[src/drive_state_map.vh]
// drive_state_map.vh: object indices, field positions, state codes and presets
// assumes: included by bare name by the drive state control files
`ifndef DRIVE_STATE_MAP_VH
`define DRIVE_STATE_MAP_VH

// ****************************************
// object dictionary indices and subindices
// ****************************************
`define IDX_ERROR_CODE 16'h603f
`define IDX_COMMAND 16'h6040
`define IDX_STATE_WORD 16'h6041
`define IDX_TARGET_SPEED 16'h6042
`define IDX_SPEED_DEMAND 16'h6043
`define IDX_SPEED_ACTUAL 16'h6044
`define IDX_SPEED_LIMITS 16'h6046
`define IDX_BOOT_INFO 16'h4042
`define SUB_ZERO 8'h00
`define SUB_ONE 8'h01
`define SUB_TWO 8'h02
`define SUB_THREE 8'h03
`define BOOT_ENTRIES 32'h0000_0003
`define LIMIT_ENTRIES 32'h0000_0002

// ****************************************
// command word fields
// ****************************************
`define CW_SWITCH_ON 0
`define CW_VOLTAGE 1
`define CW_QSTOP_N 2
`define CW_OPERATION 3
`define CW_MODE_LO 4
`define CW_MODE_HI 6
`define CW_FAULT_CLEAR 7
`define CW_HALT 8
`define CW_MODE_TOP 9

// ****************************************
// state word fields
// ****************************************
`define SW_VOLTAGE 4
`define SW_WARNING 7
`define SW_SYNC 8
`define SW_HOST 9
`define SW_GOAL 10
`define SW_LIMIT 11
`define SW_MODE_LO 12
`define SW_MODE_HI 13
`define SW_LOOP 15

// ****************************************
// power states and their state word pattern (bit6, bit5, bits3:0)
// ****************************************
`define ST_NOT_READY 3'h0
`define ST_INHIBIT 3'h1
`define ST_READY 3'h2
`define ST_SWITCHED_ON 3'h3
`define ST_OP_ENABLED 3'h4
`define ST_QUICK_STOP 3'h5
`define ST_FAULT_REACT 3'h6
`define ST_FAULT 3'h7
`define PAT_NOT_READY 6'h00
`define PAT_INHIBIT 6'h20
`define PAT_READY 6'h11
`define PAT_SWITCHED_ON 6'h13
`define PAT_OP_ENABLED 6'h17
`define PAT_QUICK_STOP 6'h07
`define PAT_FAULT_REACT 6'h0f
`define PAT_FAULT 6'h08

// ****************************************
// operating modes
// ****************************************
`define MODE_PROFILE_POS 8'h01
`define MODE_VELOCITY 8'h02
`define MODE_PROFILE_VEL 8'h03
`define MODE_PROFILE_TRQ 8'h04
`define MODE_INTERP_POS 8'h07

// ****************************************
// reset values
// ****************************************
`define RST_COMMAND 16'h0000
`define RST_ERROR_CODE 16'h0000
`define RST_STATE_WORD 16'h0000
`define RST_TARGET_SPEED 16'h00c8
`define RST_SPEED 16'h0000
`define RST_MIN_AMOUNT 32'h0000_0000
`define RST_MAX_AMOUNT 32'h0000_7530

`endif

[src/speed_limiter.v]
// speed_limiter.v: clamps a signed target speed to a min/max magnitude window
// assumes: limits and target come from logic on the same clock
`timescale 1ns/1ps
`include "drive_state_map.vh"

module speed_limiter #(
  parameter W = 16
) (
  // clock and reset
  input wire mclk,
  input wire reset,
  // request and window
  input wire [W-1:0] target,
  input wire [31:0] min_amount,
  input wire [31:0] max_amount,
  // clamped result
  output reg [W-1:0] clamped_ff,
  output reg limit_hit_ff
);

  // ****************************************
  // magnitude compare
  // ****************************************
  wire neg = target[W-1];
  wire [W-1:0] neg_target = (~target) + {{(W-1){1'b0}}, 1'b1};
  wire [31:0] mag = {{(32-W){1'b0}}, neg ? neg_target : target};
  wire below = mag < min_amount;
  wire above = mag > max_amount;
  wire [31:0] lim_mag = below ? min_amount : max_amount;
  wire [W-1:0] lim_w = lim_mag[W-1:0];
  wire [W-1:0] lim_signed = neg ? ((~lim_w) + {{(W-1){1'b0}}, 1'b1}) : lim_w;
  reg [W-1:0] nxt_clamped;

  always @* begin
    nxt_clamped = target;
    if (below || above) begin
      nxt_clamped = lim_signed;
    end
  end

  always @(posedge mclk or posedge reset) begin
    if (reset) begin
      clamped_ff <= `RST_SPEED;
      limit_hit_ff <= 1'b0;
    end else begin
      clamped_ff <= nxt_clamped;
      limit_hit_ff <= below | above;
    end
  end

endmodule // speed_limiter

[src/drive_state_control_status.v]
// drive_state_control_status.v: command word, power state machine, state word,
// last error code, velocity words and boot information objects
// assumes: all inputs come from logic on mclk; the host issues one object
// request at a time and waits for its acknowledge
`timescale 1ns/1ps
`include "drive_state_map.vh"

module drive_state_control_status #(
  parameter [15:0] BOOT_MAJOR = 16'h0000, // arbitrary value
  parameter [15:0] BOOT_MINOR = 16'h0000, // arbitrary value
  parameter [31:0] BOOT_BUSES = 32'h0000_0000, // arbitrary value
  parameter [31:0] BOOT_HW_GROUP = 32'h0000_0000 // arbitrary value
) (
  // clock and reset
  input wire mclk,
  input wire reset,
  // object access from the fieldbus host
  input wire obj_req,
  input wire obj_we,
  input wire [15:0] obj_index,
  input wire [7:0] obj_sub,
  input wire [31:0] obj_wdata,
  output reg obj_ack_ff,
  output reg obj_err_ff,
  output reg [31:0] obj_rdata_ff,
  // drive side events and conditions
  input wire [7:0] op_mode,
  input wire error_event,
  input wire [15:0] error_code_in,
  input wire error_persists,
  input wire warning_event,
  input wire react_done,
  input wire quick_stop_done,
  input wire power_applied,
  input wire bus_synced,
  input wire special_mode_on,
  input wire goal_reached,
  input wire closed_loop_on,
  input wire [1:0] mode_status_bits,
  input wire [15:0] speed_measured,
  // drive side commands and state
  output reg [2:0] power_state_ff,
  output reg [15:0] state_word_ff,
  output reg halt_ff,
  output reg [3:0] mode_specific_bits_ff,
  output reg [7:0] mode_tag_ff,
  output reg [15:0] speed_demand_ff
);

  // ****************************************
  // storage
  // ****************************************
  reg [15:0] command_ff;
  reg [15:0] error_code_ff;
  reg [15:0] target_ff;
  reg [15:0] speed_actual_ff;
  reg [31:0] min_amount_ff;
  reg [31:0] max_amount_ff;
  reg fault_clear_prev_ff;
  reg warning_ff;
  reg [2:0] nxt_state;
  reg [5:0] pattern;
  reg [31:0] nxt_rdata;
  reg nxt_err;
  wire [15:0] clamped;
  wire limit_hit;

  wire switch_on_bit = command_ff[`CW_SWITCH_ON];
  wire enable_voltage_bit = command_ff[`CW_VOLTAGE];
  wire quick_stop_n = command_ff[`CW_QSTOP_N];
  wire enable_operation_bit = command_ff[`CW_OPERATION];
  wire fault_clear_request = command_ff[`CW_FAULT_CLEAR];
  wire fault_clear_edge = fault_clear_request & ~fault_clear_prev_ff;
  wire clear_ok = fault_clear_edge & ~error_persists;

  // decoded commands
  wire cmd_shutdown = enable_voltage_bit & quick_stop_n & ~switch_on_bit;
  wire cmd_switch_on = enable_voltage_bit & quick_stop_n & switch_on_bit &
                       ~enable_operation_bit;
  wire cmd_enable_op = enable_voltage_bit & quick_stop_n & switch_on_bit &
                       enable_operation_bit;
  wire cmd_no_voltage = ~enable_voltage_bit;
  wire cmd_quick_stop = enable_voltage_bit & ~quick_stop_n;

  wire halt_mode = (op_mode == `MODE_PROFILE_POS) || (op_mode == `MODE_VELOCITY) ||
                   (op_mode == `MODE_PROFILE_VEL) || (op_mode == `MODE_PROFILE_TRQ) ||
                   (op_mode == `MODE_INTERP_POS);

  wire wr = obj_req & obj_we;
  wire wr_command = wr && obj_index == `IDX_COMMAND && obj_sub == `SUB_ZERO;
  wire wr_target = wr && obj_index == `IDX_TARGET_SPEED && obj_sub == `SUB_ZERO;
  wire wr_min = wr && obj_index == `IDX_SPEED_LIMITS && obj_sub == `SUB_ONE;
  wire wr_max = wr && obj_index == `IDX_SPEED_LIMITS && obj_sub == `SUB_TWO;

  // ****************************************
  // power state machine
  // ****************************************
  always @* begin
    nxt_state = power_state_ff;
    if (error_event && power_state_ff != `ST_FAULT_REACT &&
        power_state_ff != `ST_FAULT) begin
      nxt_state = `ST_FAULT_REACT;
    end else begin
      case (power_state_ff)
        `ST_NOT_READY: begin
          nxt_state = `ST_INHIBIT;
        end
        `ST_INHIBIT: begin
          if (cmd_shutdown) begin
            nxt_state = `ST_READY;
          end
        end
        `ST_READY: begin
          if (cmd_no_voltage || cmd_quick_stop) begin
            nxt_state = `ST_INHIBIT;
          end else if (cmd_switch_on) begin
            nxt_state = `ST_SWITCHED_ON;
          end
        end
        `ST_SWITCHED_ON: begin
          if (cmd_no_voltage || cmd_quick_stop) begin
            nxt_state = `ST_INHIBIT;
          end else if (cmd_shutdown) begin
            nxt_state = `ST_READY;
          end else if (cmd_enable_op) begin
            nxt_state = `ST_OP_ENABLED;
          end
        end
        `ST_OP_ENABLED: begin
          if (cmd_no_voltage) begin
            nxt_state = `ST_INHIBIT;
          end else if (cmd_quick_stop) begin
            nxt_state = `ST_QUICK_STOP;
          end else if (cmd_shutdown) begin
            nxt_state = `ST_READY;
          end else if (cmd_switch_on) begin
            nxt_state = `ST_SWITCHED_ON;
          end
        end
        `ST_QUICK_STOP: begin
          if (cmd_no_voltage || quick_stop_done) begin
            nxt_state = `ST_INHIBIT;
          end else if (cmd_enable_op) begin
            nxt_state = `ST_OP_ENABLED;
          end
        end
        `ST_FAULT_REACT: begin
          if (react_done) begin
            nxt_state = `ST_FAULT;
          end
        end
        `ST_FAULT: begin
          if (clear_ok && !error_event) begin
            nxt_state = `ST_INHIBIT;
          end
        end
        default: begin
          nxt_state = `ST_NOT_READY;
        end
      endcase
    end
  end

  // ****************************************
  // state word pattern
  // ****************************************
  always @* begin
    case (power_state_ff)
      `ST_NOT_READY: pattern = `PAT_NOT_READY;
      `ST_INHIBIT: pattern = `PAT_INHIBIT;
      `ST_READY: pattern = `PAT_READY;
      `ST_SWITCHED_ON: pattern = `PAT_SWITCHED_ON;
      `ST_OP_ENABLED: pattern = `PAT_OP_ENABLED;
      `ST_QUICK_STOP: pattern = `PAT_QUICK_STOP;
      `ST_FAULT_REACT: pattern = `PAT_FAULT_REACT;
      `ST_FAULT: pattern = `PAT_FAULT;
      default: pattern = `PAT_NOT_READY;
    endcase
  end

  wire [15:0] nxt_state_word = {
    power_state_ff == `ST_OP_ENABLED && closed_loop_on,
    1'b0,
    mode_status_bits,
    limit_hit,
    goal_reached,
    ~special_mode_on,
    bus_synced,
    warning_ff,
    pattern[5:4],
    power_applied,
    pattern[3:0]
  };

  // ****************************************
  // object read mux
  // ****************************************
  always @* begin
    nxt_rdata = 32'h0000_0000;
    nxt_err = 1'b0;
    if (obj_index == `IDX_BOOT_INFO) begin
      case (obj_sub)
        `SUB_ZERO: nxt_rdata = `BOOT_ENTRIES;
        `SUB_ONE: nxt_rdata = {BOOT_MAJOR, BOOT_MINOR};
        `SUB_TWO: nxt_rdata = BOOT_BUSES;
        `SUB_THREE: nxt_rdata = BOOT_HW_GROUP;
        default: nxt_err = 1'b1;
      endcase
      nxt_err = nxt_err | obj_we;
    end else if (obj_index == `IDX_SPEED_LIMITS) begin
      case (obj_sub)
        `SUB_ZERO: nxt_err = obj_we;
        `SUB_ONE: nxt_rdata = min_amount_ff;
        `SUB_TWO: nxt_rdata = max_amount_ff;
        default: nxt_err = 1'b1;
      endcase
      if (obj_sub == `SUB_ZERO) begin
        nxt_rdata = `LIMIT_ENTRIES;
      end
    end else if (obj_sub != `SUB_ZERO) begin
      nxt_err = 1'b1;
    end else begin
      case (obj_index)
        `IDX_ERROR_CODE: begin
          nxt_rdata = {16'h0000, error_code_ff};
          nxt_err = obj_we;
        end
        `IDX_COMMAND: nxt_rdata = {16'h0000, command_ff};
        `IDX_STATE_WORD: begin
          nxt_rdata = {16'h0000, state_word_ff};
          nxt_err = obj_we;
        end
        `IDX_TARGET_SPEED: nxt_rdata = {16'h0000, target_ff};
        `IDX_SPEED_DEMAND: begin
          nxt_rdata = {16'h0000, speed_demand_ff};
          nxt_err = obj_we;
        end
        `IDX_SPEED_ACTUAL: begin
          nxt_rdata = {16'h0000, speed_actual_ff};
          nxt_err = obj_we;
        end
        default: nxt_err = 1'b1;
      endcase
    end
  end

  // ****************************************
  // speed clamp
  // ****************************************
  speed_limiter #(
    .W(16)
  ) u_limiter (
    .mclk(mclk),
    .reset(reset),
    .target(target_ff),
    .min_amount(min_amount_ff),
    .max_amount(max_amount_ff),
    .clamped_ff(clamped),
    .limit_hit_ff(limit_hit)
  );

  // ****************************************
  // registers
  // ****************************************
  always @(posedge mclk or posedge reset) begin
    if (reset) begin
      command_ff <= `RST_COMMAND;
      error_code_ff <= `RST_ERROR_CODE;
      target_ff <= `RST_TARGET_SPEED;
      speed_actual_ff <= `RST_SPEED;
      min_amount_ff <= `RST_MIN_AMOUNT;
      max_amount_ff <= `RST_MAX_AMOUNT;
      fault_clear_prev_ff <= 1'b0;
      warning_ff <= 1'b0;
      power_state_ff <= `ST_NOT_READY;
      state_word_ff <= `RST_STATE_WORD;
      halt_ff <= 1'b0;
      mode_specific_bits_ff <= 4'h0;
      mode_tag_ff <= 8'h00;
      speed_demand_ff <= `RST_SPEED;
      obj_ack_ff <= 1'b0;
      obj_err_ff <= 1'b0;
      obj_rdata_ff <= 32'h0000_0000;
    end else begin
      if (wr_command) begin
        command_ff <= obj_wdata[15:0];
      end
      if (wr_target) begin
        target_ff <= obj_wdata[15:0];
      end
      if (wr_min) begin
        min_amount_ff <= obj_wdata;
      end
      if (wr_max) begin
        max_amount_ff <= obj_wdata;
      end
      fault_clear_prev_ff <= fault_clear_request;
      // a new error in the clearing cycle wins over the clear
      if (error_event) begin
        error_code_ff <= error_code_in;
      end else if (clear_ok) begin
        error_code_ff <= `RST_ERROR_CODE;
      end
      if (warning_event) begin
        warning_ff <= 1'b1;
      end else if (clear_ok) begin
        warning_ff <= 1'b0;
      end
      speed_actual_ff <= speed_measured;
      power_state_ff <= nxt_state;
      state_word_ff <= nxt_state_word;
      halt_ff <= command_ff[`CW_HALT] & halt_mode;
      mode_specific_bits_ff <= {command_ff[`CW_MODE_TOP],
                                command_ff[`CW_MODE_HI:`CW_MODE_LO]};
      mode_tag_ff <= op_mode;
      if (power_state_ff == `ST_OP_ENABLED && op_mode == `MODE_VELOCITY &&
          !command_ff[`CW_HALT]) begin
        speed_demand_ff <= clamped;
      end else begin
        speed_demand_ff <= `RST_SPEED;
      end
      obj_ack_ff <= obj_req;
      obj_err_ff <= obj_req & nxt_err;
      if (obj_req) begin
        obj_rdata_ff <= nxt_rdata;
      end
    end
  end

endmodule // drive_state_control_status

[config.mk]
export PLATFORM = sky130hd
export DESIGN_NAME = drive_state_control_status
export DESIGN_NICKNAME = d
export VERILOG_FILES = /design/src/speed_limiter.v /design/src/drive_state_control_status.v
export VERILOG_INCLUDE_DIRS = /design/src
export SDC_FILE = /design/constraint.sdc
export NUM_CORES = 1
export LEC_CHECK = 0
export BUFFER_PORTS_ARGS = -buffer_cell sky130_fd_sc_hd__buf_2
export CAP_MARGIN = 20
export CORE_MARGIN = 10
export CORE_UTILIZATION = 50
export DETAILED_ROUTE_END_ITERATION = 12
export PLACE_DENSITY = 0.72
export SLEW_MARGIN = 20
export SYNTH_ARGS = -nofsm -noshare
export SYNTH_HDL_FRONTEND = slang
export SYNTH_SLANG_ARGS = --single-unit
[constraint.sdc]
create_clock -name mclk -period 9.4 [get_ports mclk]
set_clock_uncertainty 0.2 [all_clocks]
set_input_delay 0.94 -clock mclk [delete_from_list [all_inputs] [get_ports mclk]]
set_output_delay 0.94 -clock mclk [all_outputs]
set_load 0.01 [all_outputs]
**Yosys cells after proc, flatten, opt, wreduce, memory -nomap -nowiden**

Memory sizes are Yosys's and may differ from the RTL's. A register that Yosys moved wholly into a read port is not among the register bits.
Index checks and enable logic that the tools add are counted.

- Add/subtract/negate cells: 2
- Magnitude comparators: 2
- Equal/unequal tests: 28
- Mux-type cells: 37
- Bitwise logic cells: 22
- Reductions and logical operators: 32

Operator list:

| kind | count |
|---|---|
| equality test 16 x 15 -> 1 bit (second input constant) | 8 |
| two-way mux 16 bit | 8 |
| two-way mux 32 bit | 3 |
| one-hot mux 16 bit (6 select lines) | 1 |
| one-hot mux 32 bit (2 select lines) | 1 |
| two-way mux 3 bit | 13 |
| adder 16 x 1 -> 16 bit (second input constant) | 2 |
| equality test 8 x 2 -> 1 bit (second input constant) | 4 |
| greater-than comparator 16 x 32 -> 1 bit | 1 |
| less-than comparator 16 x 32 -> 1 bit | 1 |
| inverter 16 bit | 2 |
| one-hot mux 3 bit (8 select lines) | 1 |
| equality test 8 x 1 -> 1 bit (second input constant) | 2 |
| equality test 8 x 3 -> 1 bit (second input constant) | 2 |
| != test 3 bit (second input constant) | 5 |
| logical AND 1 bit | 13 |
| equality test 3 bit (second input constant) | 4 |
| bitwise AND 1 bit | 11 |
| logical NOT 8 bit | 1 |
| nonzero test 8 bit | 1 |
| OR reduction 4 bit | 2 |
| logical OR 1 bit | 7 |
| two-way mux 1 bit | 7 |
| inverter 1 bit | 7 |
| 10 further kinds | 16 |

- Bits in registers: 228
- Memory bits (read-only): 48
- Output and inout port bits: 82
- Logic and storage cells: 143
- Memories kept: 1

Memory list:

| memory | words | width | read ports | clocked after memory_dff | wr ports | line | RTL |
|---|---|---|---|---|---|---|---|
| (name not given) | 8 | 6 | 1 | 1 | 0 | drive_state_control_status.v:168 | `case (power_state_ff)` |

**Longest topological paths before layout**

Gate-level depths: netlist of the first run.

- Depth after elaboration: 9
- Depth in mapped cells: 23
- Depth with buffers taken out: 22

**Cells and area by module**

From an unflattened synthesis of the first run, not the netlist that was laid out.

- Cells, all modules: 1030
- Area, all modules: 11368.4 µm²

By module, submodules not included:

| module | times used | cells each | area an instance (µm²) | seq. area each (µm²) |
|---|---|---|---|---|
| drive_state_control_status | 1 | 696 | 8799.7 | 5292.6 |
| speed_limiter | 1 | 334 | 2568.7 | 425.4 |

**Worst setup path before layout of the first run**

Ideal clock, no wire load.

- Kind: register -> register
- From: register target_ff[0]
- To: register u_limiter.clamped_ff[4]
- Library setup time: 133 ps
- Arrival time: 4922 ps
- Path slack: 4145 ps
- Cell stages (with the launch flop): 23
- Clock period less this slack: 5255 ps
- Cell sequence: dfrtp_1 > inv_1 > ha_1 > nand2_1 > or3_1 > o31ai_1 > a21boi_0 > xor2_1 > ha_1 > nand4_1 > or4_1 > a221o_1 > a31oi_4 > buf_2 > nor2_1 > a21oi_1 > ha_1 > inv_1 > or4_1 > a31o_2 > o311ai_1 > mux2i_1 > o211ai_1

- Longest elaborated chain between the ends: 9
- Elaborated cells on any way between the ends: 11

RTL lines:

| element | line | RTL |
|---|---|---|
| start, declared | drive_state_control_status.v:55 | `reg [15:0] target_ff;` |
| start signal, assigned | drive_state_control_status.v:269 | `` target_ff <= `RST_TARGET_SPEED; `` |
| start signal, assigned | drive_state_control_status.v:289 | `target_ff <= obj_wdata[15:0];` |
| inverter 16 bit | speed_limiter.v:25 | `wire [W-1:0] neg_target = (~target) + {{(W-1){1'b0}}, 1'b1};` |
| adder 16 x 1 -> 16 bit | speed_limiter.v:25 |  |
| two-way mux 16 bit (*) | speed_limiter.v:26 | `wire [31:0] mag = {{(32-W){1'b0}}, neg ? neg_target : target};` |
| less-than comparator 16 x 32 -> 1 bit | speed_limiter.v:27 | `wire below = mag < min_amount;` |
| two-way mux 16 bit | speed_limiter.v:29 | `wire [31:0] lim_mag = below ? min_amount : max_amount;` |
| inverter 16 bit | speed_limiter.v:31 | `wire [W-1:0] lim_signed = neg ? ((~lim_w) + {{(W-1){1'b0}}, 1'b1}) : lim_w;` |
| adder 16 x 1 -> 16 bit | speed_limiter.v:31 |  |
| two-way mux 16 bit | speed_limiter.v:31 |  |
| two-way mux 16 bit (*) | speed_limiter.v:36 | `if (below \|\| above) begin` |
| named net u_limiter.nxt_clamped[4] | speed_limiter.v:32 | `reg [W-1:0] nxt_clamped;` |
| end signal, assigned | speed_limiter.v:43 | `` clamped_ff <= `RST_SPEED; `` |
| end signal, assigned | speed_limiter.v:46 | `clamped_ff <= nxt_clamped;` |
| end, declared | speed_limiter.v:17 | `output reg [W-1:0] clamped_ff,` |

Mark *: on every way through the listed nets, which the timed path passes. The rest lies on a longest branch.
A chain may end at the register's enable or synchronous reset.

**Worst setup path in the final report of the first run**

- From: register target_ff[0]
- To: register u_limiter.clamped_ff[10]

Same word-level chain as after synthesis.

==> results by group, run 1 <==
Outcome
  – Outcome: finished, final reports clean

Timing
  – Hold Violations, Final: 0
  – Fmax: 155 MHz
  – Min cycle time layout: 6460 ps
  – Final setup fails: 0
  – Final slew viol count: 0
  – Slew headroom: 32.0%
  – RSZ-0062 raised after global routing: false
  – Setup Total Neg Slack: 0 ps
  – Period utilization: 68.7%
  – Worst slew pin tran: 1020 ps

Global route
  – Grt met1 use: 32.4%
  – First-pass GRT wire length: 54.5 mm
  – Global route total overflow: 0
  – Largest net degree at the start of global routing: 100
  – Initial antenna violation count: 1
  – Gr busiest metal: met2
  – All-layer global routing usage: 24.2%
  – Met3 global-route usage: 5.74%
  – Vias in the first global route: 8964
  – Met2 layer usage reported by global route: 38.3%

Floorplanning
  – Std cell rows: 54
  – Boundary Pins: 194
  – Core ar.: 22000 µm²
  – Initial core utilization: 51.2%
  – Die X: 170 µm
  – Die area: 28900 µm²
  – Die height: 170 µm

Synth
  – Synthesized area: 11300 µm²
  – Synth cell types: 78
  – Seq/Total Area, Yosys: 50.8%
  – #FFs+latches synth: 228
  – Cells after synthesis: 1048
  – Avg Inst Size Synth: 10.7 µm²
  – Most used flip-flop cell after synthesis: dfrtp_1
  – Post-synth EDFFs: 0
  – Asr flop ratio synth: 100%
  – Net Count, Synth: 1193
  – Synthesis Warnings: 0

Routing
  – Vias/cell: 5.91
  – Pre-Repair DR Iteration Count: 5
  – DR WL/cell: 23.5 µm
  – Antenna Nets Post-Route: 0
  – Final WL: 35.7 mm
  – Remaining DRCs: 0
  – Via Count: 8975
  – Initial DRC Count: 906

Power
  – PwrDens: 167 nW/µm²
  – Combinational power share: 8.2%
  – Reg power frac: 47.4%
  – Power share of the clock group: 44.4%
  – Maximum VDD drop: 0.147 mV
  – Net switching power: 541 µW
  – Internal power: 1670 µW
  – Switch share: 24.4%
  – Leak pwr: 0.00615 µW

Clocking
  – Clock transition at path regs: 60 ps
  – Post-cts sizing count: 0
  – Post-CTS Hold Buffers: 0
  – Setup Buffers After CTS: 0
  – Htree depth: 1
  – Clk sinks: 228
  – Later-pin clock latency in the skew report: 530 ps
  – CTS buffer count: 25
  – CTS Buffer Depth: 3
  – TritonCTS clock tree: built
  – Root buffer cell: clkbuf_16

Worst setup path
  – Setup CP Type: flip-flop to flip-flop
  – CP cell instances: inv_1 -> ha_1 -> nand2_1 -> or3_1 -> o31ai_1 -> a21boi_0 -> xor2_1 -> ha_1 -> nand4_1 -> or4_1 -> a221o_1 -> a31oi_4 -> mux2i_1 -> ha_1 -> inv_1 -> or4_1 -> o31ai_1 -> xnor2_1 -> nand2_1 -> o21ai_1 -> a21oi_1
  – Slowest-stage cell, CP: a31oi_4
  – CP arrival: 6620 ps
  – Crit Path Max Fanout: 37
  – Reg-to-reg startpoint: target_ff[0]
  – Worst EP required: 9560 ps
  – Worst path max stage delay: 850 ps
  – Top delay family on crit path: compound AO/OA/AOI/OAI gates
  – Worst path most repeated cell: ha_1
  – Bufs and invs on worst path: 2
  – Beginning of the critical path: target_ff[0]
  – Crit end category: flip-flop
  – Crit start category: flip-flop

Placed design
  – Gpl congestion: 0.934
  – I/O Buffers: 192
  – Dpl hpwl: 27.1 mm

Final layout
  – Nets: 1366
  – Share of cells above drive strength 1: 28.7%
  – Most frequent cells in the layout: dfrtp_1, buf_2, nand2_1, o21ai_0, mux2_2
  – Area Overhead vs Synth: 17.7%
  – Commonest non-fill, non-tap cell in the layout: dfrtp_1
  – FILL cells: 1843
  – Layout Utilization: 60.3%
  – Multi-input logic area: 5120 µm²
  – Register area: 5720 µm²

Worst hold path
  – HP Start: u_limiter.limit_hit_ff
  – Hold Path Class: flip-flop to flip-flop

Job
  – Max cap viols: 0
-- flip-flops by register name, indices dropped and copies added, names as in the netlist, 3 cells and up --
name                   cells
command_ff                16
error_code_ff             16
max_amount_ff             32
min_amount_ff             32
mode_specific_bits_ff      4
mode_tag_ff                8
obj_rdata_ff              32
power_state_ff             3
speed_actual_ff           16
speed_demand_ff           16
state_word_ff             15
target_ff                 16
u_limiter.clamped_ff      16
-- worst register-to-register path, stage by stage (launching register included) --
cell      delay (ps)
dfrtp_1          410
inv_1            170
ha_1             190
nand2_1           60
or3_1            380
o31ai_1          390
a21boi_0         180
xor2_1           200
ha_1             290
nand4_1          120
or4_1            550
a221o_1          330
a31oi_4          850
mux2i_1          340
ha_1             240
inv_1            100
or4_1            610
o31ai_1          310
xnor2_1          150
nand2_1           60
o21ai_1           80
a21oi_1           80
-- path summary, 6_finish.rpt --
check / endpoint / slack (ps) / cells after the start
worst min-delay path: state_word_ff[11] / 170 / 0
worst max register to register: u_limiter.clamped_ff[10] / 2940 / 21
max in group asynchronous: obj_rdata_ff[30] / 6550 / 4
min in group asynchronous: state_word_ff[8] / 330 / 2
worst max-delay path: u_limiter.clamped_ff[10] / 2940 / 21
worst min register to register: state_word_ff[11] / 170 / 0
-- per-layer routing --
layer	vias to the layer above	part of all wire [%]
met3	56	8.8
met1	4394	42
met4	0	2.8
li1	4143	-
met2	382	46
met5	-	0
-- cells by family (layout without fill, tap and decap cells) --
group           Yosys count  count (layout)  synth area share [%]
compound gates          286             286                  17.3
buf+inv                 102             292                  3.70
fa+ha+maj                33              33                  3.67
xor+xnor                 40              40                  3.11
simple gates            277             277                  12.8
other cells               1               2                0.0333
mux                      81              81                  8.53
flops                   228             228                  50.8
-- synthesized netlist by cell type, types with 8 or more instances --
cell type,n,area (µm²)
clkbuf_1,41,154
nor3_1,9,45.0
xnor2_1,38,333
a221oi_1,13,114
o31ai_1,14,105
nand2b_1,9,56.3
or4_1,9,67.6
buf_2,9,45.0
a21oi_1,36,180
dfrtp_1,218,5460
mux2_4,8,120
o21ai_0,88,440
and2_1,17,106
o2bb2ai_1,27,236
a22oi_1,42,315
mux2_2,67,754
ha_1,33,413
nor2_1,48,180
o221ai_1,11,96.3
inv_1,45,169
nand2_1,121,454
o21a_1,10,75.1
dfstp_2,10,263
nand4_1,9,56.3
-- through the flow --
| step | instances | cell area (µm²) | hold slack, ps | power (µW) | setup slack (ps) |
|---|---|---|---|---|---|
| floorplan | 1048 | 11300 | 131 | 1150 | 2030 |
| global placement | 1474 | 12400 | 134 | 1250 | 3180 |
| detailed placement | 1474 | 12400 | 155 | 1250 | 3040 |
| CTS | 1518 | 13200 | 163 | 2230 | 3000 |
| global route | 1518 | 13200 | 167 | 2300 | 2530 |
| finish | 1519 | 13200 | 166 | 2220 | 2940 |
-- final cells by class --
cell class	instances	share of cell area, %
sequential	228	43.2
multi-input combinational	718	38.7
timing repair buffer	203	7.88
clock buffer	38	5.77
tap	280	2.64
inverter	45	1.33
clock inverter	6	0.519
antenna	1	0.0189
-- power groups by stage --
stage | Sequential [µW] | Clock, µW | Combinational, µW
finish | 1050 | 983 | 182
CTS | 1050 | 998 | 185
detailed placement | 1060 | 0 | 183
global route | 1050 | 1040 | 202
global placement | 1070 | 0 | 182
floorplan | 1060 | 0 | 94.1
No activity file was read; power rests on OpenSTA's default activity.
==> run 2, diff against run 1 <==
--- a/config.mk
+++ b/config.mk
@@ -11,7 +11,7 @@
 export CORE_MARGIN = 10
 export CORE_UTILIZATION = 50
 export DETAILED_ROUTE_END_ITERATION = 12
-export PLACE_DENSITY = 0.72
+export PLACE_DENSITY = 0.75
 export SLEW_MARGIN = 20
 export SYNTH_ARGS = -nofsm -noshare
 export SYNTH_HDL_FRONTEND = slang
==> constraint.sdc (replaced) <==
create_clock -name mclk -period 5.3 [get_ports mclk]
set_clock_uncertainty 0.2 [all_clocks]
set_input_delay 0.53 -clock mclk [delete_from_list [all_inputs] [get_ports mclk]]
set_output_delay 0.53 -clock mclk [all_outputs]
set_load 0.01 [all_outputs]
==> results by group, run 2 (synthesis gave the netlist of run 1 again) <==
Worst setup path
  – Worst EP required: 5500 ps
  – CP arrival: 5360 ps
  – Reg-to-reg endpoint: u_limiter.clamped_ff[4]
  – Setup CP Type: flip-flop to flip-flop
  – Crit start category: flip-flop
  – Crit Path Max Fanout: 4
  – R2R cell count: 20
  – Crit end category: flip-flop
  – Reg2Reg Setup Slack: 140 ps
  – Reg-to-reg startpoint: target_ff[1]

Final layout
  – Commonest non-fill, non-tap cell in the layout: dfrtp_1
  – Regs by FF count: max_amount_ff x32, min_amount_ff x32, obj_rdata_ff x32
  – Final cell count without fillers: 1580
  – Ant. Diodes: 0
  – Final Instance Area: 13900 µm²
  – Nets: 1426
  – Area Overhead vs Synth: 23.6%
  – Most frequent cells in the layout: dfrtp_1, buf_2, nand2_1, o21ai_0, mux2_2
  – Share of cells above drive strength 1: 30.5%

Floorplanning
  – Std cell rows: 54
  – Core ar.: 22000 µm²
  – Die area: 28900 µm²
  – Die X: 170 µm
  – Die height: 170 µm
  – Boundary Pins: 194
  – Initial core utilization: 51.2%

Routing
  – Initial DRC Count: 966
  – Remaining DRCs: 0
  – Final WL: 37.3 mm
  – Metal2 WL: 17.3 mm
  – Vias/cell: 5.98
  – Antenna Nets Post-Route: 0
  – DR WL/cell: 23.6 µm
  – Pre-Repair DR Iteration Count: 5
  – Top routing layer used: met4
  – Met3 WL: 3.44 mm
  – M1 WL: 15.1 mm
  – Via Count: 9447

Clocking
  – Clk sinks: 228
  – Root buffer cell: clkbuf_16
  – CTS Buffer Depth: 3
  – Later-pin clock latency in the skew report: 540 ps
  – CTS buffer count: 25
  – Htree depth: 1
  – TritonCTS clock tree: built
  – Clock transition at path regs: 60 ps

Timing
  – Fmax: 194 MHz
  – Hold Violations, Final: 0
  – Min cycle time layout: 5160 ps
  – Final slew viol count: 0
  – Period utilization: 97.4%
  – Slew headroom: 34.4%
  – Final setup fails: 0
  – Worst slew pin tran: 984 ps
  – Setup Total Neg Slack: 0 ps

Power
  – Leak pwr: 0.00644 µW
  – PwrDens: 287 nW/µm²
  – Maximum VDD drop: 0.206 mV

Worst hold path
  – Hold Crit Endpoint: error_code_ff[0]
  – Hold Path Class: primary input to flip-flop
  – HP Start: error_code_in[0]
  – WHS Path Cells: 3

Global route
  – Global route total overflow: 0
  – All-layer global routing usage: 25.2%
  – Initial antenna violation count: 1
  – Vias in the first global route: 9390
  – First-pass GRT wire length: 56.5 mm
  – Largest net degree at the start of global routing: 158

Job
  – Max cap viols: 0

Placed design
  – I/O Buffers: 192
  – Gpl congestion: 0.919
  – Cells after DPL: 1498
  – Dpl hpwl: 27.8 mm
  – DP Area: 12600 µm²

Outcome
  – Outcome: finished, final reports clean
==> run 2: changes by cell type in the layout (fill, tap and decap cells not counted), moves of 3 or more <==
cell           before  now
buf_4              11   36
o31ai_1            14   10
clkinv_2            2    5
clkinvlp_4          0    3
o31ai_4             0    3
clkbuf_8            9    4
dlygate4sd3_1       0   33
==> run 2: worst max path at each step <==
stage | startpoint | to | slack (ps) | depth (start not counted)
final | target_ff[1] | u_limiter.clamped_ff[4] | 140 | 20
after global routing | target_ff[1] | u_limiter.clamped_ff[4] | -30 | 20
after CTS | target_ff[0] | u_limiter.clamped_ff[4] | 5 | 20
after detailed placement | target_ff[1] | u_limiter.clamped_ff[10] | -110 | 21
after global placement | target_ff[1] | u_limiter.clamped_ff[10] | -3 | 21
after floorplan | target_ff[0] | u_limiter.clamped_ff[4] | 50 | 22
==> run 2: report_power, final <==
part           internal, µW  switching (µW)  leakage, µW
combinational           143             202      0.00327
sequential             1800            57.9      0.00276
clock                  1070             719     0.000414
==> run 2: per-layer routing <==
metal	GRT usage (%)	up-vias
met2	39.8	431
met4	10.3	0
met5	0	-
li1	-	4279
met1	32.6	4674
met3	6.25	63
==> run 2: worst max-delay path, stage by stage, from the launching register on <==
cell and delay (ps):
dfrtp_1 400, inv_1 90, ha_2 180, nand2_1 70, or3_4 370, buf_4 170
o31ai_4 170, xnor2_1 130, ha_1 290, nand4_1 120, or4_1 540, a221o_1 330
a31oi_4 260, mux2i_2 270, ha_2 210, inv_1 60, or4_1 470, a31o_2 240
o311ai_2 110, mux2i_1 230, o211ai_1 110
==> run 2: cell type report <==
type                    instances  area (µm²)
flip-flops and latches        228        5720
fillers                      1753        8050
well taps                     280         350
clock inverters                12         148
repair buffers                263        1600
clock buffers                  34         699
multi-input cells             718        5220
inverters                      45         173
==> run 2: timing repair <==
action,CTS,global route
pin swaps,1,9
endpoints found under the hold margin,33,0
setup buffers,0,3
gates cloned,0,0
hold buffers,33,0
resized for setup,4,16
endpoints found under the setup margin,4,5
==> run 2: per-stage QoR <==
step / util [%] / worst slack (ps) / hold slack [ps] / total power [µW]
finish: 63.3 / 137 / 18.2 / 3990
global route: 63.3 / -26.1 / 21.0 / 4140
CTS: 62.9 / 4.70 / 0.578 / 4020
detailed placement: 57.4 / -112 / 136 / 2210
global placement: 57.4 / -2.54 / 134 / 2210
floorplan: - / 45.1 / 131 / 2050
